**src/serial_pkg.sv**
```systemverilog
// Shared constants and carrier types of the asynchronous serial slice
package serial_pkg;

    // Register byte addresses on the APB
    localparam logic [11:0] STATUS_ONE_ADDR = 12'h000;
    localparam logic [11:0] DATA_HIGH_ADDR = 12'h004;
    localparam logic [11:0] DATA_LOW_ADDR = 12'h008;
    localparam logic [11:0] CONTROL_ONE_ADDR = 12'h00c;

    // Status one bit positions
    localparam int PARITY_ERR_BIT = 0;
    localparam int FRAMING_ERR_BIT = 1;
    localparam int NOISE_BIT = 2;
    localparam int OVERRUN_BIT = 3;
    localparam int RX_FULL_BIT = 5;
    localparam int TX_IDLE_BIT = 7;

    // Control one bit positions
    localparam int PARITY_TYPE_BIT = 0;
    localparam int PARITY_ENABLE_BIT = 1;
    localparam int TX_ENABLE_BIT = 2;
    localparam int NINE_BIT_BIT = 4;

    // Data high bit positions
    localparam int NINTH_TX_POS = 6;
    localparam int NINTH_RX_POS = 7;

    // Reset values
    localparam logic [7:0] CONTROL_ONE_RESET = 8'h00;
    localparam logic [3:0] ERR_FLAGS_RESET = 4'h0;

    // Frame lengths on the line: start, data, stop
    localparam logic [3:0] FRAME_BITS_EIGHT = 4'ha;
    localparam logic [3:0] FRAME_BITS_NINE = 4'hb;

    // Default bit time
    localparam int BIT_TIME_NS = 8680;
    localparam int CLK_PERIOD_NS = 8;
    localparam int BIT_CYCLES_DEFAULT = BIT_TIME_NS / CLK_PERIOD_NS;

    // Character bound for the transmit buffer
    typedef struct packed {
        logic ninth;
        logic [7:0] low;
    } tx_word_t;

    // Frame handed over by the receive sampler
    typedef struct packed {
        logic [8:0] data;
        logic noise;
        logic stop_bit;
        logic parity_bit;
    } rx_frame_t;

    // Transmitter states
    typedef enum logic {TX_IDLE, TX_SHIFT} tx_state_t;

endpackage

```
**src/serial_rx_errors_tx.sv**
```systemverilog
// Receive error flags, register slave and transmit path of the serial slice
`timescale 1ns/1ps

module tx_fifo #(
    parameter int WIDTH = 9,
    parameter int DEPTH = 16
) (
    // Clock and reset
    input wire logic core_clk,
    input wire logic nrst,
    // Filling side
    input wire logic in_valid,
    output logic in_ready,
    input wire logic [WIDTH-1:0] in_data,
    // Draining side
    output logic out_valid,
    input wire logic out_ready,
    output logic [WIDTH-1:0] out_data
);
    localparam int PTR_W = $clog2(DEPTH);

    logic [WIDTH-1:0] mem [DEPTH];
    logic [PTR_W-1:0] wr_ptr_q;
    logic [PTR_W-1:0] rd_ptr_q;
    logic [PTR_W:0] count_q;
    wire push = in_valid && in_ready;
    wire pop = out_valid && out_ready;

    // Honest full and empty from the fill count
    assign in_ready = (count_q != (PTR_W+1)'(DEPTH));
    assign out_valid = (count_q != '0);
    assign out_data = mem[rd_ptr_q];

    // Storage carries no reset; only the pointers and the fill count need a defined state
    always_ff @(posedge core_clk)
    begin
        if (push)
            mem[wr_ptr_q] <= in_data;
    end

    // Pointers wrap by power-of-two depth
    always_ff @(posedge core_clk or negedge nrst)
    begin
        if (!nrst)
        begin
            wr_ptr_q <= '0;
            rd_ptr_q <= '0;
            count_q <= '0;
        end
        else
        begin
            if (push)
                wr_ptr_q <= wr_ptr_q + 1'b1;
            if (pop)
                rd_ptr_q <= rd_ptr_q + 1'b1;
            count_q <= count_q + (PTR_W+1)'(push) - (PTR_W+1)'(pop);
        end
    end
endmodule // tx_fifo

module serial_rx_errors_tx #(
    parameter int BIT_CYCLES = serial_pkg::BIT_CYCLES_DEFAULT,
    parameter int FIFO_DEPTH = 16
) (
    // Clock and reset
    input wire logic core_clk,
    input wire logic nrst,
    // APB slave
    input wire logic psel,
    input wire logic penable,
    input wire logic pwrite,
    input wire logic [11:0] paddr,
    input wire logic [31:0] pwdata,
    output logic [31:0] prdata,
    output logic pready,
    output logic pslverr,
    // Frames from the receive sampler
    input wire logic rx_frame_done,
    input wire serial_pkg::rx_frame_t rx_frame,
    output logic rx_accept_ok,
    // Serial line
    output logic tx_out
);
    localparam logic [15:0] BIT_LAST = 16'(BIT_CYCLES - 1);

    // Register state
    logic [7:0] control_q;
    logic ninth_tx_bit_q;
    logic [8:0] rx_data_q;
    logic receive_full_flag_q;
    logic [3:0] err_q;
    logic [3:0] armed_q;

    // Transmit state
    serial_pkg::tx_state_t tx_state_q;
    logic [10:0] shift_q;
    logic [3:0] bits_left_q;
    logic [15:0] baud_cnt_q;
    logic tx_out_q;

    // Bus decode
    function automatic logic hit(input logic [11:0] a, input logic [11:0] reg_addr);
        hit = (a == reg_addr);
    endfunction

    wire sel_status = hit(paddr, serial_pkg::STATUS_ONE_ADDR);
    wire sel_high = hit(paddr, serial_pkg::DATA_HIGH_ADDR);
    wire sel_low = hit(paddr, serial_pkg::DATA_LOW_ADDR);
    wire sel_ctrl = hit(paddr, serial_pkg::CONTROL_ONE_ADDR);
    wire mapped = sel_status || sel_high || sel_low || sel_ctrl;

    // A low data write stalls the bus while the buffer is full
    logic fifo_in_ready;
    wire low_write_req = psel && penable && pwrite && sel_low;
    assign pready = !low_write_req || fifo_in_ready;
    assign pslverr = psel && penable && !mapped;
    wire acc = psel && penable && pready;
    wire status_read = acc && !pwrite && sel_status;
    wire low_read = acc && !pwrite && sel_low;
    wire low_write = acc && pwrite && sel_low;
    wire high_write = acc && pwrite && sel_high;
    wire ctrl_write = acc && pwrite && sel_ctrl;

    // Control decode
    wire parity_type = control_q[serial_pkg::PARITY_TYPE_BIT];
    wire parity_enable = control_q[serial_pkg::PARITY_ENABLE_BIT];
    wire tx_enable = control_q[serial_pkg::TX_ENABLE_BIT];
    wire nine_bit = control_q[serial_pkg::NINE_BIT_BIT];

    // Frame classification on arrival
    wire framing_error_flag = err_q[serial_pkg::FRAMING_ERR_BIT];
    assign rx_accept_ok = !framing_error_flag;
    wire frame_in = rx_frame_done && !framing_error_flag;
    wire overrun_evt = frame_in && receive_full_flag_q;
    wire take_frame = frame_in && !receive_full_flag_q;
    wire [8:0] rx_bits = nine_bit ? rx_frame.data : {1'b0, rx_frame.data[7:0]};
    wire parity_bad = parity_enable && ((^rx_bits ^ rx_frame.parity_bit) != parity_type);
    logic [3:0] err_set;
    always_comb
    begin
        err_set = '0;
        err_set[serial_pkg::OVERRUN_BIT] = overrun_evt;
        err_set[serial_pkg::NOISE_BIT] = take_frame && rx_frame.noise;
        err_set[serial_pkg::FRAMING_ERR_BIT] = take_frame && !rx_frame.stop_bit;
        err_set[serial_pkg::PARITY_ERR_BIT] = take_frame && parity_bad;
    end

    // Only flags armed by an earlier status read are cleared
    wire [3:0] err_clr = low_read ? armed_q : 4'h0;

    // Error flags and their arming; a set in the clear cycle wins
    always_ff @(posedge core_clk or negedge nrst)
    begin
        if (!nrst)
        begin
            err_q <= serial_pkg::ERR_FLAGS_RESET;
            armed_q <= serial_pkg::ERR_FLAGS_RESET;
        end
        else
        begin
            err_q <= (err_q & ~err_clr) | err_set;
            if (status_read)
                armed_q <= err_q;
            else if (low_read)
                armed_q <= '0;
        end
    end

    // Receive data and full flag; overrun leaves the held character alone
    always_ff @(posedge core_clk or negedge nrst)
    begin
        if (!nrst)
        begin
            rx_data_q <= '0;
            receive_full_flag_q <= 1'b0;
        end
        else
        begin
            if (take_frame)
                rx_data_q <= rx_bits;
            if (take_frame)
                receive_full_flag_q <= 1'b1;
            else if (low_read)
                receive_full_flag_q <= 1'b0;
        end
    end

    // Control and ninth transmit bit
    always_ff @(posedge core_clk or negedge nrst)
    begin
        if (!nrst)
        begin
            control_q <= serial_pkg::CONTROL_ONE_RESET;
            ninth_tx_bit_q <= 1'b0;
        end
        else
        begin
            if (ctrl_write)
                control_q <= pwdata[7:0];
            if (high_write)
                ninth_tx_bit_q <= pwdata[serial_pkg::NINTH_TX_POS];
        end
    end

    // Transmit buffer; data registers are write-only toward the shifter
    serial_pkg::tx_word_t fifo_out;
    logic fifo_out_valid;
    wire tx_load = tx_enable && (tx_state_q == serial_pkg::TX_IDLE) && fifo_out_valid;
    tx_fifo #(.WIDTH($bits(serial_pkg::tx_word_t)), .DEPTH(FIFO_DEPTH)) u_fifo (
        .core_clk(core_clk),
        .nrst(nrst),
        .in_valid(low_write_req),
        .in_ready(fifo_in_ready),
        .in_data({ninth_tx_bit_q, pwdata[7:0]}),
        .out_valid(fifo_out_valid),
        .out_ready(tx_load),
        .out_data(fifo_out)
    );

    // Read mux; every source but the tx_idle bit is a flop, data reads return the received character, not what was written
    wire tx_idle = (tx_state_q == serial_pkg::TX_IDLE) && !fifo_out_valid;
    logic [7:0] status_view;
    always_comb
    begin
        status_view = {4'h0, err_q};
        status_view[serial_pkg::RX_FULL_BIT] = receive_full_flag_q;
        status_view[serial_pkg::TX_IDLE_BIT] = tx_idle;
    end
    wire [7:0] high_view = 8'(rx_data_q[8]) << serial_pkg::NINTH_RX_POS;
    assign prdata = !(psel && !pwrite) ? 32'h0000_0000 :
        sel_status ? {24'h00_0000, status_view} :
        sel_high ? {24'h00_0000, high_view} :
        sel_low ? {24'h00_0000, rx_data_q[7:0]} :
        sel_ctrl ? {24'h00_0000, control_q} : 32'h0000_0000;

    // Bit-time enable; restarted at each load so the start bit is whole
    wire bit_tick = (baud_cnt_q == BIT_LAST);
    wire [10:0] frame_word = nine_bit ? {1'b1, fifo_out.ninth, fifo_out.low, 1'b0}
                                      : {2'b11, fifo_out.low, 1'b0};

    // Shifter: start low, data LSB first, stop high
    always_ff @(posedge core_clk or negedge nrst)
    begin
        if (!nrst)
        begin
            tx_state_q <= serial_pkg::TX_IDLE;
            shift_q <= '1;
            bits_left_q <= '0;
            baud_cnt_q <= '0;
            tx_out_q <= 1'b1;
        end
        else
        begin
            case (tx_state_q)
                serial_pkg::TX_IDLE:
                begin
                    tx_out_q <= 1'b1;
                    if (tx_load)
                    begin
                        shift_q <= frame_word >> 1;
                        tx_out_q <= frame_word[0];
                        bits_left_q <= nine_bit ? serial_pkg::FRAME_BITS_NINE
                                                : serial_pkg::FRAME_BITS_EIGHT;
                        baud_cnt_q <= '0;
                        tx_state_q <= serial_pkg::TX_SHIFT;
                    end
                end
                serial_pkg::TX_SHIFT:
                begin
                    baud_cnt_q <= bit_tick ? 16'h0000 : baud_cnt_q + 16'h0001;
                    if (bit_tick)
                    begin
                        bits_left_q <= bits_left_q - 4'h1;
                        if (bits_left_q == 4'h1)
                        begin
                            tx_out_q <= 1'b1;
                            tx_state_q <= serial_pkg::TX_IDLE;
                        end
                        else
                        begin
                            tx_out_q <= shift_q[0];
                            shift_q <= {1'b1, shift_q[10:1]};
                        end
                    end
                end
                default:
                    tx_state_q <= serial_pkg::TX_IDLE;
            endcase
        end
    end
    assign tx_out = tx_out_q;
endmodule // serial_rx_errors_tx

```
**config.mk**
```make
export PLATFORM = sky130hd
export DESIGN_NAME = serial_rx_errors_tx
export DESIGN_NICKNAME = d
export VERILOG_FILES = /design/src/serial_pkg.sv /design/src/serial_rx_errors_tx.sv
export SDC_FILE = /design/constraint.sdc
export NUM_CORES = 1
export LEC_CHECK = 0
export ABC_AREA = 1
export BUFFER_PORTS_ARGS = -buffer_cell sky130_fd_sc_hd__buf_4
export CAP_MARGIN = 20
export CORE_UTILIZATION = 55
export CTS_CLUSTER_SIZE = 40
export DETAILED_ROUTE_END_ITERATION = 10
export PLACE_DENSITY = 0.79
export SYNTH_ARGS = -nofsm -noshare
export SYNTH_HDL_FRONTEND = slang
export SYNTH_SLANG_ARGS = --single-unit
export TNS_END_PERCENT = 5
```
**constraint.sdc**
```tcl
create_clock -name core_clk -period 2.6 [get_ports core_clk]
set_clock_uncertainty 0.05 [all_clocks]
set_input_delay 0.52 -clock core_clk [delete_from_list [all_inputs] [get_ports core_clk]]
set_output_delay 0.52 -clock core_clk [all_outputs]
set_load 0.05 [all_outputs]
```
## Word level (Yosys, flattened, before mapping)

Memories as Yosys holds them, arrays and structs flattened.
Cells that the tools add are included.

- Register bits after elaboration: 73
- Bits in writable memories: 144
- Output and inout bits: 36
- Word-level logic and storage cells: 111
- Memories kept: 1

- $add $sub $neg: 6
- Equality and inequality tests: 10
- Mux-type cells: 33
- Bitwise gates (word level): 5
- Reductions and logical operators: 42

Memories:

| memory | depth | bits a word | rd ports | clocked after Yosys merged registers in | write ports | line | RTL |
|---|---|---|---|---|---|---|---|
| u_fifo.mem | 16 | 9 | 1 | 0 | 1 | serial_rx_errors_tx.sv:22 | `logic [WIDTH-1:0] mem [DEPTH];` |

Operators with widths:

| kind | count |
|---|---|
| $mux 8 | 5 |
| $mux 11 | 3 |
| $mux 16 | 2 |
| $pmux 16 s2 | 1 |
| $eq 12x4->1 const B | 2 |
| $logic_and 1x1->1 | 24 |
| $pmux 11 s2 | 1 |
| $mux 4 | 5 |
| $add 16x1->16 const B | 1 |
| $eq 16x11->1 const B | 1 |
| $eq 12x3->1 const B | 1 |
| $logic_not 12->1 | 1 |
| $mux 1 | 11 |
| $mux 10 | 1 |
| $mux 9 | 1 |
| $reduce_xor 9->1 | 1 |
| $add 4x1->4 const B | 2 |
| $pmux 4 s2 | 1 |
| $logic_not 1->1 | 7 |
| $add 5x1->5 | 1 |
| $ne 5x5->1 const B | 1 |
| $reduce_bool 5->1 | 1 |
| $sub 5x1->5 | 1 |
| $and 4x4->4 | 1 |
| other kinds (14) | 20 |

## Depth between registers and ports, before layout

- Depth in word-level cells: 12
- Gate-level depth with buffers: 13
- Mapped depth without buffers: 13

## By module

A second synthesis with hierarchy kept.

- Cell total of the unflattened synthesis: 1177
- Area total of the unflattened synthesis: 10642.7 µm²

Modules (own cells, without submodules):

| module | instances | cells each | area each (µm²) |
|---|---|---|---|
| tx_fifo | 1 | 666 | 6875.3 |
| serial_rx_errors_tx | 1 | 511 | 3767.4 |

## Least setup slack after synthesis

Ideal clock, no wire load.

- Path kind: input to output
- Start point: input paddr[1]
- End point: output prdata[4]
- Data arrival time: 2.095 ns
- Setup slack: -0.065 ns
- Cell stages on the path: 7
- Buffers on the path: 0
- Cells stage by stage: nor2_4 -> inv_1 -> nor3_4 -> nand2_1 -> nand2_1 -> nand3_1 -> a21oi_1

- Word-level cells in the longest chain between the ends: 6
- Elaborated cells between the ends (all ways): 9
- Those cells by class: eq/ne (3); mux (5); reduce/logical (1)

Ends and longest elaborated chain:

| what | line | RTL |
|---|---|---|
| start, declared | serial_rx_errors_tx.sv:72 | `input wire logic [11:0] paddr,` |
| $eq 12x4->1 | serial_rx_errors_tx.sv:103 | `hit = (a == reg_addr);` |
| $mux 8 | serial_rx_errors_tx.sv:234 | `sel_ctrl ? {24'h00_0000, control_q} : 32'h0000_0000;` |
| $mux 8 | serial_rx_errors_tx.sv:233 | `sel_low ? {24'h00_0000, rx_data_q[7:0]} :` |
| $mux 8 | serial_rx_errors_tx.sv:232 | `sel_high ? {24'h00_0000, high_view} :` |
| $mux 8 (*) | serial_rx_errors_tx.sv:231 | `sel_status ? {24'h00_0000, status_view} :` |
| $mux 8 (*) | serial_rx_errors_tx.sv:230 | `assign prdata = !(psel && !pwrite) ? 32'h0000_0000 :` |
| end, declared | serial_rx_errors_tx.sv:74 | `output logic [31:0] prdata,` |

Every way passes the cells marked *; elsewhere a longest branch is shown, timed or not.

## Final worst setup path

- Start point: input paddr[11]
- End point: output prdata[6]

Same word-level chain as after synthesis.

==> summary.md <==
| Metric | Value |
|---|---|
| Yosys top cell area share | `0.4081` |
| Seq/Total Area, Yosys | `0.5819` |
| First-pass GRT wire length | `37290 um` |
| CP cell instances | `buf_4 -> nor2_1 -> nand2_2 -> buf_4 -> nor3_2 -> nand2_1 -> a21oi_1 -> buf_4` |
| Core ar. | `18770 sq um` |
| Post-synthesis instance total | `1163` |
| Fin crit period | `2.522 ns` |
| Detailed Route WL | `22910 um` |
| Synthesis-to-layout area growth | `14.18%` |
| Post-synthesis simple-gate area fraction | `0.2454` |
| CP dominant cell by count | `buf_4` |
| DR DRC count | `0` |
| Congestion Overflow GR | `0` |
| Top cells by area, synth | `edfxtp_1 (41%), dfrtp_1 (14%), nand2_1 (12%), nand3_1 (6.7%), inv_1 (5.7%)` |
| Cell depth of the worst setup path | `8` |
| Post-DR vias/cell | `5.308` |
| Setup slack, reg-to-reg | `0.19 ns` |
| Family with the most delay on the worst path | `simple AND/OR/NAND/NOR gates` |
| Pwr dens | `673.0 nW/um^2` |
| Max Fclk | `396.6 MHz` |
| Total track usage | `0.2408` |
| Cell variety after synth | `39` |
| Die Y | `140.8 um` |
| Vias in the first global route | `7649` |
| Worst path bufs/invs | `3` |
| Synth async-reset ratio | `0.3364` |
| Tcrit/Tclk final | `0.9698` |
| Initial antenna violation count | `0` |
| Max_cap viols | `0` |
| Main combinational cell family by area after synthesis | `simple AND/OR/NAND/NOR gates` |
| IO Port Bufs | `49` |
| TritonCTS clock tree | `yes` |
| DIE WIDTH | `140.8 um` |
| Setup ws final | `0.07847 ns` |
| Synth Flop Type | `edfxtp_1` |
| Post-synthesis compound-gate area fraction | `0.04534` |
| Clk_lat worst skew | `0.51 ns` |
| HPWL Detailed | `14520 um` |
| Total CTS buffers | `23` |
| Final Hold Viols | `0` |
| Initial core utilization | `0.5646` |
| Area of the die | `19820 sq um` |
| Mux contribution to synthesized area | `0` |
| Clock slew at reported path FFs | `0.06 ns` |
| Pins over their slew limit | `0` |
| Syn avg cell area | `9.111 sq um` |
| Post-Place Setup Slack | `0.03755 ns` |
| Post-synth EDFFs | `144` |
| CP max stage cell | `nor3_2` |
| RSZ-0062 raised after global routing | `true` |
| YS warnings | `0` |
| Post-synth top area cell | `edfxtp_1` |
| Share of layout cells above drive strength 1 | `0.1357` |
| Critical-path maximum fanout | `5` |
| Seq cells post-synth | `217` |
| Floorplan row count | `50` |
| CP Capture Type | `output port` |
| Fin util | `0.6447` |
| Antenna diodes | `0` |
| Fill count | `1435` |
| Fin nets | `1314` |
| Run status | `finished clean` |
| 1st-pass router iterations | `5` |
| Reg2reg path depth | `13` |
| Commonest cells post-synth | `nand2_1 (337), inv_1 (161), edfxtp_1 (144)` |
| Worst-case clock buffer depth | `3` |
| Type of the tightest min-delay check | `input pin to asynchronous set/reset pin` |
| Adder-cell share of the synthesized area | `0.01960` |
| Top-count cell post-synth | `nand2_1` |
| R2R Path Start | `u_fifo.count_q[2]` |
| Rel. slew slack | `0.4162` |
| Routed Antenna Nets | `0` |
| Mapped Area | `10600 sq um` |
| Post-Route Setup TNS | `0 ns` |
| Post-CTS setup buffer count | `0` |
| Root buffer cell | `clkbuf_16` |
| Kind of critical path | `input pin to output port` |
| CP startpoint kind | `input pin` |
| Clock sinks | `217` |
| Iter 0 DRT Violations | `633` |
| Worst hold slack | `0.07281 ns` |
| Placed Cells | `1445` |
| Slowest stage delay, CP | `0.36 ns` |
| I/O pins | `98` |
| Final setup fails | `0` |
| Layout Cells excl Fill | `1487` |
| CP Data Arrival Time | `1.95 ns` |
| Pleak | `5.503 nW` |
| Slew @ Worst Pin | `0.8757 ns` |
| Worst vdd ir | `0.0005358 V` |
| CP required | `2.03 ns` |
| H-tree depth | `1` |
| Wire length per cell | `15.41 um` |
| Gpl congestion | `0.9134` |
| Largest net degree at the start of global routing | `79` |
| XOR/XNOR Fraction of Synth Area | `0.01488` |
| CP Launch Point | `paddr[11]` |
| Vias | `7893` |
| Cts hold-fix bufs | `0` |
==> power by group <==
part	switching [W]	internal (W)	total [W]
clock	0.00130	0.00206	0.00336
sequential	0.000111	0.00389	0.00400
combinational	0.000522	0.000258	0.000781
==> per-layer routing <==
layer | GRT usage | part of all wire | wire length (um)
met1 | 0.3107 | 0.41 | 9389
met2 | 0.4064 | 0.50 | 11370
met3 | 0.03227 | 0.059 | 1348
met4 | 0.1116 | 0.035 | 801
met5 | 0 | 0 | 0
==> final timing paths <==
path	end
worst max register to register	u_fifo.count_q[4]
min in group core_clk	err_q[1]
max in group asynchronous	shift_q[8]
worst min register to register	shift_q[0]
worst max-delay path	prdata[6]
worst min-delay path	baud_cnt_q[5]
==> worst reg2reg max path, stage by stage, from the launching register on <==
cell	delay (ns)
dfrtp_1	0.38
inv_1	0.09
ha_2	0.19
nand4_1	0.12
nand2_1	0.09
inv_1	0.09
ha_1	0.30
inv_1	0.06
ha_1	0.15
inv_1	0.06
fa_2	0.34
o21ai_1	0.13
a21oi_1	0.09
xor2_1	0.14
==> sequential cells by signal (all words and copies together), names as in the netlist, 4 cells and up <==
signal / count
control_q: 8
err_q: 4
u_fifo.mem: 144
shift_q: 11
u_fifo.rd_ptr_q: 4
u_fifo.wr_ptr_q: 4
bits_left_q: 4
u_fifo.count_q: 5
armed_q: 4
baud_cnt_q: 16
rx_data_q: 9
==> timing repair <==
action / in CTS / in global routing
pin swaps: 0 / 1
setup endpoints to repair: 1 / 2
cloned: 0 / 0
resized for setup: 1 / 4
==> logic make-up (layout without fill, tap and decap cells) <==
logic type	Yosys count	after routing
compound gates	83	83
simple gates	598	598
flops	217	217
fa+ha+maj	16	16
xor+xnor	18	18
buf+inv	230	297
other cells	1	24
==> stage by stage <==
step,power (W),cell area (sq um)
after global routing,0.008414,12100
final,0.008143,12100
after floorplan,0.004608,10690
after detailed placement,0.004838,11300
after global placement,0.004797,11300
after CTS,0.008175,12090
==> cells in the final DEF, fill, tap and decap left out, drive strengths merged <==
| master | count |
|---|---|
| nor3b | 1 |
| conb | 24 |
| o211ai | 6 |
| edfxtp | 144 |
| nor2 | 83 |
| dfstp | 12 |
| dfrtp | 61 |
| nand3b | 2 |
| clkinv | 10 |
| nand4 | 10 |
| o22ai | 9 |
| clkinvlp | 1 |
| o2111ai | 1 |
| o21ai | 53 |
| xnor2 | 2 |
| o31ai | 1 |
| nand3 | 142 |
| nand2 | 345 |
| a21oi | 12 |
| ha | 15 |
| fa | 1 |
| o21a | 1 |
| buf | 88 |
| xor2 | 16 |
| inv | 164 |
| bufinv | 3 |
| clkbuf | 31 |
| nor3 | 15 |
==> cell type report <==
cell class	instances	area [sq um]	area share
flip-flops and latches	217	6167	0.5097
multi-input cells	739	3550	0.2934
repair buffers	88	673.1	0.05564
clock buffers	31	655.6	0.05419
inverters	167	626.9	0.05181
well taps	234	292.8	0.02420
clock inverters	11	133.9	0.01107
Power figures use the tool's default switching activity.
